File: config.mk
export PLATFORM = sky130hd
export DESIGN_NAME = lqta_top
export DESIGN_NICKNAME = d
export VERILOG_FILES = /design/src/design/lqta_pkg.sv /design/src/design/lqta_monitor.sv /design/src/design/lqta_top.sv
export SDC_FILE = /design/constraint.sdc
export NUM_CORES = 1
export LEC_CHECK = 0
export BUFFER_PORTS_ARGS = -buffer_cell sky130_fd_sc_hd__buf_2
export CAP_MARGIN = 20
export CORE_MARGIN = 2
export CORE_UTILIZATION = 50
export DETAILED_ROUTE_END_ITERATION = 8
export GPL_ROUTABILITY_DRIVEN = 0
export MAX_ROUTING_LAYER = met4
export PLACE_DENSITY = 0.78
export SLEW_MARGIN = 20
export SYNTH_ARGS = -nofsm -noshare
export SYNTH_HDL_FRONTEND = slang
export SYNTH_SLANG_ARGS = --single-unit
File: constraint.sdc
create_clock -name pclk -period 2.8 [get_ports pclk]
set_input_delay 0.56 -clock pclk [delete_from_list [all_inputs] [get_ports pclk]]
set_output_delay 0.56 -clock pclk [all_outputs]
set_load 0.02 [all_outputs]
File: src/design/lqta_pkg.sv
// Shared constants and types for the link quality threshold access block
package lqta_pkg;

  localparam int METRIC_COUNT = 5;
  localparam int WARN_W = 10;
  localparam int IRQ_W = 2;

  // Register indices; byte address is four times the index
  localparam logic [7:0] QTA_INDEX = 8'h1E;
  localparam logic [7:0] QMC_INDEX = 8'h1D;
  localparam logic [7:0] IRQ_STATUS_INDEX = 8'h20;
  localparam logic [7:0] IRQ_MASK_INDEX = 8'h21;
  localparam logic [7:0] PWR_CTRL_INDEX = 8'h22;
  localparam logic [11:0] QTA_ADDR = {2'h0, QTA_INDEX, 2'h0};
  localparam logic [11:0] QMC_ADDR = {2'h0, QMC_INDEX, 2'h0};
  localparam logic [11:0] IRQ_STATUS_ADDR = {2'h0, IRQ_STATUS_INDEX, 2'h0};
  localparam logic [11:0] IRQ_MASK_ADDR = {2'h0, IRQ_MASK_INDEX, 2'h0};
  localparam logic [11:0] PWR_CTRL_ADDR = {2'h0, PWR_CTRL_INDEX, 2'h0};

  // Field positions
  localparam int CAPTURE_BIT = 13;
  localparam int STROBE_BIT = 12;
  localparam int SEL_LSB = 9;
  localparam int BOUND_BIT = 8;
  localparam int MON_ON_BIT = 15;
  localparam int PWR_DOWN_BIT = 0;
  localparam int IRQ_WARN_BIT = 0;
  localparam int IRQ_CAPTURE_BIT = 1;

  // Metric select encodings
  localparam logic [2:0] METRIC_EQ = 3'h0;
  localparam logic [2:0] METRIC_GAIN = 3'h1;
  localparam logic [2:0] METRIC_WANDER = 3'h2;
  localparam logic [2:0] METRIC_FREQ_OFF = 3'h3;
  localparam logic [2:0] METRIC_FREQ_CTL = 3'h4;

  // Reset values
  localparam logic [12:0] ACCESS_RESET = 13'h0000;
  localparam logic [7:0] THR_LO_RESET = 8'h00;
  localparam logic [7:0] THR_HI_RESET = 8'hFF;
  localparam logic [31:0] RDATA_IDLE = 32'h0000_0000;

  typedef struct packed {
    logic capture;
    logic [2:0] metric;
    logic bound;
    logic [7:0] value;
  } lqta_access_type;

  typedef logic [METRIC_COUNT-1:0][7:0] lqta_bytes_type;

  typedef struct packed {
    lqta_bytes_type level;
  } lqta_levels_type;

  function automatic logic lqta_sel_ok(input logic [2:0] sel);
    return sel <= METRIC_FREQ_CTL;
  endfunction

  function automatic logic [7:0] lqta_pick(input lqta_bytes_type b, input logic [2:0] sel);
    logic [7:0] r;
    r = 8'h00;
    for (int m = 0; m < METRIC_COUNT; m++) begin
      if (sel == 3'(m)) begin
        r = b[m];
      end
    end
    return r;
  endfunction

endpackage

File: src/design/lqta_monitor.sv
// Threshold comparison producing one-cycle warning pulses
`timescale 1ns/1ps
module lqta_monitor (
  // Clock and reset
  input wire logic pclk,
  input wire logic presetn,
  // Control
  input wire logic active,
  input lqta_pkg::lqta_levels_type levels,
  input lqta_pkg::lqta_bytes_type thr_lo,
  input lqta_pkg::lqta_bytes_type thr_hi,
  // Events
  output logic [lqta_pkg::WARN_W-1:0] warn_raise
);

  logic [lqta_pkg::WARN_W-1:0] violation;
  logic [lqta_pkg::WARN_W-1:0] prev;

  // Even bit low bound, odd bit high bound, as in the warning field
  always_comb begin
    violation = '0;
    for (int m = 0; m < lqta_pkg::METRIC_COUNT; m++) begin
      violation[2*m] = active && (levels.level[m] < thr_lo[m]);
      violation[2*m+1] = active && (levels.level[m] > thr_hi[m]);
    end
  end

  // Edge only, so a standing violation warns once, not again until it ends
  always_ff @(posedge pclk or negedge presetn) begin
    if (!presetn) begin
      prev <= '0;
    end else begin
      prev <= violation;
    end
  end

  assign warn_raise = violation & ~prev;

endmodule // lqta_monitor

File: src/design/lqta_top.sv
// APB register bank for link quality thresholds, sampling and warnings
//
// The APB interface to the registers was left to the implementer.
`timescale 1ns/1ps
//
// What this block does
// - Bits 15:14 ignore writes, read zero
// - Capture bit samples the selected parameter
// - Strobe writes value byte into selected threshold
// - Strobe bit always reads back zero
// - Metric select picks one of five parameters
// - Bound bit picks low or high threshold
// - Capture clear: written byte is threshold data
// - Capture clear: read returns selected threshold
// - Capture set: read returns sampled parameter
// - Sampled value frozen until next capture
// - No threshold writes during power-down
// - Writable fields reset to zero, except high thresholds, which reset to FF
// - Monitor runs only when enabled with link
// - Crossing sets warning bit and interrupt
// - Reading monitor control clears warnings
module lqta_top (
  // Clock and reset
  input wire logic pclk,
  input wire logic presetn,
  // APB slave
  input wire logic psel,
  input wire logic penable,
  input wire logic pwrite,
  input wire logic [11:0] paddr,
  input wire logic [31:0] pwdata,
  output logic [31:0] prdata,
  output logic pready,
  output logic pslverr,
  // Receiver parameters and link state
  input lqta_pkg::lqta_levels_type rx_level,
  input wire logic link_100_ok,
  // Interrupt
  output logic irq
);

  lqta_pkg::lqta_access_type access;
  lqta_pkg::lqta_bytes_type thr_lo;
  lqta_pkg::lqta_bytes_type thr_hi;
  logic [7:0] sample_value;
  logic monitor_on;
  logic power_down;
  logic [lqta_pkg::WARN_W-1:0] warn;
  logic [lqta_pkg::WARN_W-1:0] warn_snap;
  logic [lqta_pkg::WARN_W-1:0] warn_raise;
  logic [lqta_pkg::IRQ_W-1:0] irq_status;
  logic [lqta_pkg::IRQ_W-1:0] irq_mask;
  logic [lqta_pkg::IRQ_W-1:0] irq_event;

  logic setup;
  logic wr;
  logic rd;
  logic hit;
  logic [31:0] next_prdata;
  logic next_err;
  logic wr_qta;
  logic rd_qmc;
  logic monitor_active;
  lqta_pkg::lqta_access_type wr_access;
  logic thr_wr_hit;
  logic capture_start;
  logic [7:0] picked_level;
  logic [7:0] qta_value;

  // Zero wait states; read data is latched during setup
  assign pready = 1'b1;
  assign setup = psel && !penable;
  assign wr = psel && penable && pwrite;
  assign rd = psel && penable && !pwrite;

  always_comb begin
    case (paddr)
      lqta_pkg::QTA_ADDR: hit = 1'b1;
      lqta_pkg::QMC_ADDR: hit = 1'b1;
      lqta_pkg::IRQ_STATUS_ADDR: hit = 1'b1;
      lqta_pkg::IRQ_MASK_ADDR: hit = 1'b1;
      lqta_pkg::PWR_CTRL_ADDR: hit = 1'b1;
      default: hit = 1'b0;
    endcase
  end

  assign wr_qta = wr && (paddr == lqta_pkg::QTA_ADDR);
  assign rd_qmc = rd && (paddr == lqta_pkg::QMC_ADDR);
  // Strobe sits between capture and select, so it is skipped, never stored
  assign wr_access = {pwdata[lqta_pkg::CAPTURE_BIT], pwdata[lqta_pkg::SEL_LSB +: 3],
    pwdata[lqta_pkg::BOUND_BIT], pwdata[7:0]};

  // Threshold store needs strobe, a used code and power up
  assign thr_wr_hit = wr_qta && pwdata[lqta_pkg::STROBE_BIT]
    && lqta_pkg::lqta_sel_ok(wr_access.metric) && !power_down;
  assign capture_start = wr_qta && wr_access.capture;
  assign picked_level = lqta_pkg::lqta_pick(rx_level.level, wr_access.metric);

  // Value byte seen by a read of the access register
  always_comb begin
    qta_value = 8'h00;
    if (access.capture) begin
      qta_value = sample_value;
    end else if (lqta_pkg::lqta_sel_ok(access.metric)) begin
      qta_value = access.bound ? lqta_pkg::lqta_pick(thr_hi, access.metric)
        : lqta_pkg::lqta_pick(thr_lo, access.metric);
    end
  end

  always_comb begin
    next_prdata = lqta_pkg::RDATA_IDLE;
    case (paddr)
      lqta_pkg::QTA_ADDR: begin
        // Strobe and top two bits are never stored, so they read zero
        next_prdata[lqta_pkg::CAPTURE_BIT] = access.capture;
        next_prdata[lqta_pkg::SEL_LSB +: 3] = access.metric;
        next_prdata[lqta_pkg::BOUND_BIT] = access.bound;
        next_prdata[7:0] = qta_value;
      end
      lqta_pkg::QMC_ADDR: begin
        next_prdata[lqta_pkg::MON_ON_BIT] = monitor_on;
        next_prdata[lqta_pkg::WARN_W-1:0] = warn;
      end
      lqta_pkg::IRQ_STATUS_ADDR: next_prdata[lqta_pkg::IRQ_W-1:0] = irq_status;
      lqta_pkg::IRQ_MASK_ADDR: next_prdata[lqta_pkg::IRQ_W-1:0] = irq_mask;
      lqta_pkg::PWR_CTRL_ADDR: next_prdata[lqta_pkg::PWR_DOWN_BIT] = power_down;
      default: next_prdata = lqta_pkg::RDATA_IDLE;
    endcase
  end

  assign next_err = !hit;

  always_ff @(posedge pclk or negedge presetn) begin
    if (!presetn) begin
      prdata <= lqta_pkg::RDATA_IDLE;
      pslverr <= 1'b0;
    end else if (setup) begin
      prdata <= pwrite ? lqta_pkg::RDATA_IDLE : next_prdata;
      pslverr <= next_err;
    end
  end

  // Snapshot of reported warnings; only those are cleared by the read
  always_ff @(posedge pclk or negedge presetn) begin
    if (!presetn) begin
      warn_snap <= '0;
    end else if (setup && !pwrite && paddr == lqta_pkg::QMC_ADDR) begin
      warn_snap <= warn;
    end
  end

  // Access register fields
  always_ff @(posedge pclk or negedge presetn) begin
    if (!presetn) begin
      access <= lqta_pkg::ACCESS_RESET;
    end else if (wr_qta) begin
      access <= wr_access;
    end
  end

  // Threshold storage
  always_ff @(posedge pclk or negedge presetn) begin
    if (!presetn) begin
      for (int m = 0; m < lqta_pkg::METRIC_COUNT; m++) begin
        thr_lo[m] <= lqta_pkg::THR_LO_RESET;
        thr_hi[m] <= lqta_pkg::THR_HI_RESET;
      end
    end else if (thr_wr_hit) begin
      for (int m = 0; m < lqta_pkg::METRIC_COUNT; m++) begin
        if (wr_access.metric == 3'(m)) begin
          if (wr_access.bound) begin
            thr_hi[m] <= wr_access.value;
          end else begin
            thr_lo[m] <= wr_access.value;
          end
        end
      end
    end
  end

  // Sample holds until software starts another capture
  always_ff @(posedge pclk or negedge presetn) begin
    if (!presetn) begin
      sample_value <= 8'h00;
    end else if (capture_start) begin
      sample_value <= picked_level;
    end
  end

  // Monitor control and power-down
  always_ff @(posedge pclk or negedge presetn) begin
    if (!presetn) begin
      monitor_on <= 1'b0;
      power_down <= 1'b0;
    end else if (wr) begin
      if (paddr == lqta_pkg::QMC_ADDR) begin
        monitor_on <= pwdata[lqta_pkg::MON_ON_BIT];
      end
      if (paddr == lqta_pkg::PWR_CTRL_ADDR) begin
        power_down <= pwdata[lqta_pkg::PWR_DOWN_BIT];
      end
    end
  end

  assign monitor_active = monitor_on && link_100_ok;

  lqta_monitor u_monitor (
    .pclk(pclk),
    .presetn(presetn),
    .active(monitor_active),
    .levels(rx_level),
    .thr_lo(thr_lo),
    .thr_hi(thr_hi),
    .warn_raise(warn_raise)
  );

  // Warnings clear on read; a new crossing in that cycle wins
  always_ff @(posedge pclk or negedge presetn) begin
    if (!presetn) begin
      warn <= '0;
    end else begin
      warn <= (warn & ~(rd_qmc ? warn_snap : '0)) | warn_raise;
    end
  end

  assign irq_event[lqta_pkg::IRQ_WARN_BIT] = |warn_raise;
  assign irq_event[lqta_pkg::IRQ_CAPTURE_BIT] = capture_start;

  // Write one to clear; set wins
  always_ff @(posedge pclk or negedge presetn) begin
    if (!presetn) begin
      irq_status <= '0;
    end else begin
      irq_status <= (irq_status
        & ~((wr && paddr == lqta_pkg::IRQ_STATUS_ADDR) ? pwdata[lqta_pkg::IRQ_W-1:0] : '0))
        | irq_event;
    end
  end

  always_ff @(posedge pclk or negedge presetn) begin
    if (!presetn) begin
      irq_mask <= '0;
    end else if (wr && paddr == lqta_pkg::IRQ_MASK_ADDR) begin
      irq_mask <= pwdata[lqta_pkg::IRQ_W-1:0];
    end
  end

  assign irq = |(irq_status & irq_mask);

  logic rd_qta;
  assign rd_qta = rd && (paddr == lqta_pkg::QTA_ADDR);
endmodule // lqta_top

After elaboration in Yosys (flattened, before gate mapping)
Index checks and enable logic that the tools add are counted.
{ "classes": {"eq_ne": 13, "bitwise_logic": 10, "magnitude_cmp": 12, "reduce_logical": 46, "mux": 28} }
{ "ops": {"columns": ["cell", "count"], "rows": [
  ["$mux W8", 18],
  ["$gt A8 B8 Y1", 5],
  ["$lt A8 B8 Y1", 5],
  ["$eq A12 B8 Y1 const B", 3],
  ["$reduce_and A3 Y1", 10],
  ["$logic_and A1 B1 Y1", 25],
  ["$eq A12 B7 Y1 const B", 2],
  ["$and A10 B10 Y10", 2],
  ["$not A10 Y10", 2],
  ["$mux W16", 1],
  ["$pmux W8 S2", 1],
  ["$eq A3 B2 Y1 const B", 4],
  ["$mux W10", 1],
  ["$or A10 B10 Y10", 1],
  ["$reduce_or A10 Y1", 1],
  ["$eq A3 B1 Y1 const B", 2],
  ["$eq A3 B3 Y1 const B", 2],
  ["$le A3 B3 Y1 const B", 2],
  ["$logic_not A3 Y1", 2],
  ["$pmux W1 S5", 1],
  ["$reduce_or A5 Y1", 1],
  ["$and A2 B2 Y2", 2],
  ["$logic_not A1 Y1", 4],
  ["$mux W2", 2],
  ["7 further kinds", 10]
]} }
{ "word_totals": {"ff_bits": 162, "output_inout_bits": 35, "in_bits": 90} }

Longest topological paths before layout
{ "logic_depth": {"word_depth": 11, "ltp_mapped": 9} }

By module
Synthesis repeated with hierarchy kept, for this count alone.
{ "hier_totals": {"cells_unflattened": 866, "hier_area_um2": 9053.7} }
{ "by_module_without_submodules": {"columns": ["mod", "instances", "cells_per_inst", "area_per_inst_um2"], "rows": [
  ["lqta_top", 1, 571, 6810.3],
  ["lqta_monitor", 1, 295, 2243.4]
]} }

Worst setup path before layout
Ideal clock, no wire load.
{ "synth_timing": {"kind": "input to register", "startpoint": "in paddr[9]", "endpoint": "reg warn_snap[5] (netlist bit)", "path_buffers": 1, "slack_ns": 0.478, "arrival_ns": 2.197, "cell_stages": 5, "cell_sequence": "nor4_4 nand4_1 nor3_4 buf_4 mux2_2"} }
{ "synth_via": {"elab_chain_len": 2} }
{ "synth_lines": {"columns": ["element", "line_no", "source"], "rows": [
  ["start, declared", "lqta_top.sv:30", "input wire logic [11:0] paddr,"],
  ["$eq A12 B7 Y1", "lqta_top.sv:147", "end else if (setup && !pwrite && paddr == lqta_pkg::QMC_ADDR) begin"],
  ["$logic_and A1 B1 Y1", "lqta_top.sv:147", null],
  ["end signal, assigned", "lqta_top.sv:148", "warn_snap <= warn;"],
  ["end, declared", "lqta_top.sv:49", "logic [lqta_pkg::WARN_W-1:0] warn_snap;"]
]} }
Every way passes these cells.
A chain may end at the register's enable or synchronous reset.

Final worst setup path
{ "layout_timing": {"startpoint": "reg thr_hi[21] (netlist bit)", "endpoint": "reg irq_status[0] (netlist bit)"} }
{ "layout_via": {"elab_chain_len": 5} }
{ "layout_lines": {"columns": ["element", "line_no", "source"], "rows": [
  ["start, declared", "lqta_top.sv:44", "lqta_pkg::lqta_bytes_type thr_hi;"],
  ["start signal, assigned by index", "lqta_top.sv:166", "thr_hi[m] <= lqta_pkg::THR_HI_RESET;"],
  ["start signal, assigned by index", "lqta_top.sv:172", "thr_hi[m] <= wr_access.value;"],
  ["$gt A8 B8 Y1", "lqta_monitor.sv:24", "violation[2*m+1] = active && (levels.level[m] > thr_hi[m]);"],
  ["$logic_and A1 B1 Y1", "lqta_monitor.sv:24", null],
  ["$and A10 B10 Y10", "lqta_monitor.sv:37", "assign warn_raise = violation & ~prev;"],
  ["$reduce_or A10 Y1", "lqta_top.sv:226", "assign irq_event[lqta_pkg::IRQ_WARN_BIT] = |warn_raise;"],
  ["$or A2 B2 Y2", "lqta_top.sv:236", "| irq_event;"],
  ["end signal, assigned", "lqta_top.sv:234", "irq_status <= (irq_status"],
  ["end, declared", "lqta_top.sv:51", "logic [lqta_pkg::IRQ_W-1:0] irq_status;"]
]} }
Every way passes these cells.

==> run_results.csv <==
group,metric,value,unit
status,status,"completed",
cts,h-tree-depth,4,
floorplanning,fp.dieW,137,microns
cts,cts_resized,0,
synthesis,synth_compound_area_share,12.9,%
power,p_comb_share,8.0,%
cts,ctsLongestPathBuffers,2,
synthesis,yosys-top-cells-count,"dfrtp_1 (104), nand2_1 (95), inv_1 (86)",
power,switching_power,1.16,mW
routing,route.detailed.drc,0,
synthesis,synth_top_family_by_area,"multiplexers",
critical_path,path_cells,"inv_1, ha_1, a21oi_1, nor2_1, a211oi_1, a2111oi_0, buf_4, nor4_1, nand3_1",
synthesis,ys_ff_latch,144,
routing,routed-wl-met2,11200,microns
routing,avgViaCountPerCell,5.92,
synthesis,synth_edf_count,0,
timing,fin_tns_setup,0,ns
place,place_inst,1148,
hold_path,hp-class,"input pin to flip-flop",
floorplanning,die_h,137,microns
critical_path,r2r-end,"irq_status[0]",
power,p_per_area,494,nW/um^2
routing,avgRoutedWirePerCell,19.9,microns
place,dp_hpwl,17700,microns
synthesis,synth_cell_type_count,63,
critical_path,path_class,"flip-flop to flip-flop",
power,ir_worst_vdd,0.464,mV
floorplanning,die-area,18700,sq um
routing,wirelength,23500,microns
cts,tritoncts,"yes",
synthesis,ys.flop_type,"dfrtp_1",
power,power_frac_seq,41.5,%
hold_path,hold_path_depth,2,
synthesis,yosys_warnings,0,
routing,wl_met3,1680,microns
hold_path,min_from,"pwdata[15]",
synthesis,seq_area_frac_synth,41.4,%
timing,fin_skew,0.00780,ns
cts,cts_root_buf,"clkbuf_16",
critical_path,reg2reg_setup_slack,0.50,ns
synthesis,synth.largest_area_cell,"dfrtp_1",
final_layout,diodes,0,
timing,period_minus_slack,2.30,ns
synthesis,synth.avg_cell_area,10.4,sq um
floorplanning,start_util,51.1,%
critical_path,end_kind,"flip-flop",
critical_path,crit_path_top_delay_cell,"dfstp_2",
final_layout,nNetsFinal,1108,
flow_run,maxCapViolations,0,
synthesis,synth-async-reset-ratio,100,%
timing,maxSlewHeadroom,55.8,%
global_routing,grt_first_pass_wirelength,37000,microns
critical_path,cp.required,3.08,ns
floorplanning,io_pins,125,
power,clkPwrFrac,50.5,%
final_layout,area_growth,15.4,%
timing,final_hold_viol_count,0,
cts,clkSlewWorstSetupHoldPaths,0.06,ns
critical_path,cp.buffers_inverters,2,
critical_path,worstReg2RegStart,"thr_hi[21]",
power,p_leak,4.84,nW
synthesis,synth-simple-area-share,12.3,%
critical_path,r2r_cells,9,
cts,clkSinkCount,144,
power,swShare,23.0,%
timing,tightest_slew,0.662,ns
power,p_int,3.88,mW
routing,wl_met1,9840,microns
cts,cts_buffers,17,
synthesis,synth_adder_area_share,10.6,%
synthesis,syn-cell-area,8830,sq um
synthesis,synth_top_area_share,29.5,%
routing,via_count,6986,
place,io_buffers,88,
global_routing,grt_pass1_vias,6931,
final_layout,layout.cells.non_filler,1181,
routing,ant_nets,0,
floorplanning,fp.coreArea,17300,sq um
critical_path,critPathMaxFanout,2,
routing,drt-pass1-iter-count,5,
synthesis,syn_inst,848,
critical_path,cp.arrival,2.58,ns
routing,maxUsedRoutingLayer,"met4",
critical_path,cp_top_family,"compound AO/OA/AOI/OAI gates",
timing,fin_crit_sh,82.3,%
timing,rsz0062_at_grt,"false",
routing,first_iter_violations,537,
synthesis,synth-xor-area-share,0,%
synthesis,yosys-top-cells-area,"dfrtp_1 (29%), dfstp_2 (12%), ha_1 (11%)",
global_routing,grt_max_degree,88,
global_routing,grt_usage,27.4,%
floorplanning,rows,48,
global_routing,gr-total-overflow,0,
cts,clock_latency,0.43,ns
hold_path,worst_hold_path.endpoint,"monitor_on",
critical_path,cpPeakStageDelay,0.53,ns
timing,drv_slew,0,
synthesis,synth_mux_area_share,15.6,%
synthesis,yosysMostFrequentCell,"dfrtp_1",
timing,fmax,434,MHz
critical_path,start_kind,"flip-flop",
timing,setup_violations,0,
global_routing,antenna_found_initial,0,
final_layout,drive_gt1_share,31.0,%
==> flip-flops by register name, summed over array words and instances (netlist names) <==
name and count:
access 5, irq_mask 2, irq_status 2, monitor_on 1, power_down 1, prdata 14
pslverr 1, sample_value 8, thr_hi 40, thr_lo 40, u_monitor.prev 10, warn 10
warn_snap 10
==> power groups by stage <==
stage	registers (mW)	logic, mW	clock network [mW]
finish	2.09	0.402	2.54
global route	2.09	0.447	2.65
CTS	2.09	0.400	2.56
detailed placement	2.13	0.391	0
global placement	2.13	0.380	0
floorplan	2.13	0.211	0
==> what timing repair did <==
| action | in CTS | in global routing |
|---|---|---|
| hold buffers | 1 | 0 |
| endpoints found under the hold margin | 23 | 0 |
| buffers inserted | 0 | 0 |
==> placed cells by master, fill, tap and decap left out, drive strengths merged, types with 15 or more instances in the layout <==
cell	n
nor2	22
dfstp	40
mux4	19
conb	19
nand2	95
inv	86
mux2	80
a21oi	39
ha	75
clkbuf	22
a21o	15
buf	112
nor3	25
dfrtp	104
o21ai	55
==> kinds of logic after synthesis <==
| family | count (synthesis) |
|---|---|
| AOI/OAI and AO/OA | 177 |
| other | 2 |
| and+or+nand+nor | 203 |
| DFF | 144 |
| adders and majority gates | 75 |
| muxes | 104 |
| buffers and inverters | 143 |
==> worst max path at each step <==
stage	startpoint	end	cells after the start
2_1_floorplan	paddr[9]	warn_snap[5]	5
3_3_place_gp	paddr[1]	thr_lo[33]	6
3_5_place_dp	paddr[1]	thr_lo[32]	6
4_1_cts	thr_hi[7]	irq_status[0]	8
5_1_grt	thr_hi[21]	irq_status[0]	9
6_report	thr_hi[21]	irq_status[0]	9
==> metal layers <==
| layer | up-vias | global-route usage (%) |
|---|---|---|
| met5 | - | - |
| met4 | 0 | 10.8 |
| met3 | 66 | 4.63 |
| met2 | 302 | 43.2 |
| met1 | 3424 | 35.6 |
| li1 | 3194 | - |
==> per-stage QoR <==
step / area, sq um / util (%) / setup slack (ns) / total power [mW] / hold slack, ns
floorplan: 8900 / - / 0.478 / 2.34 / 0.264
global placement: 9530 / 55.1 / 0.269 / 2.51 / 0.424
detailed placement: 9530 / 55.1 / 0.188 / 2.52 / 0.430
CTS: 10200 / 58.9 / 0.513 / 5.05 / 0.379
global route: 10200 / 58.9 / 0.379 / 5.19 / 0.381
finish: 10200 / 58.9 / 0.497 / 5.04 / 0.385
==> final cells by class <==
type | count | area (sq um)
inverter | 89 | 334
multi-input combinational | 578 | 4620
timing repair buffer | 113 | 649
clock inverter | 10 | 181
sequential | 144 | 3650
clock buffer | 22 | 474
fill | 1449 | 7100
tap | 225 | 282
(Power assumes the default switching activity.)
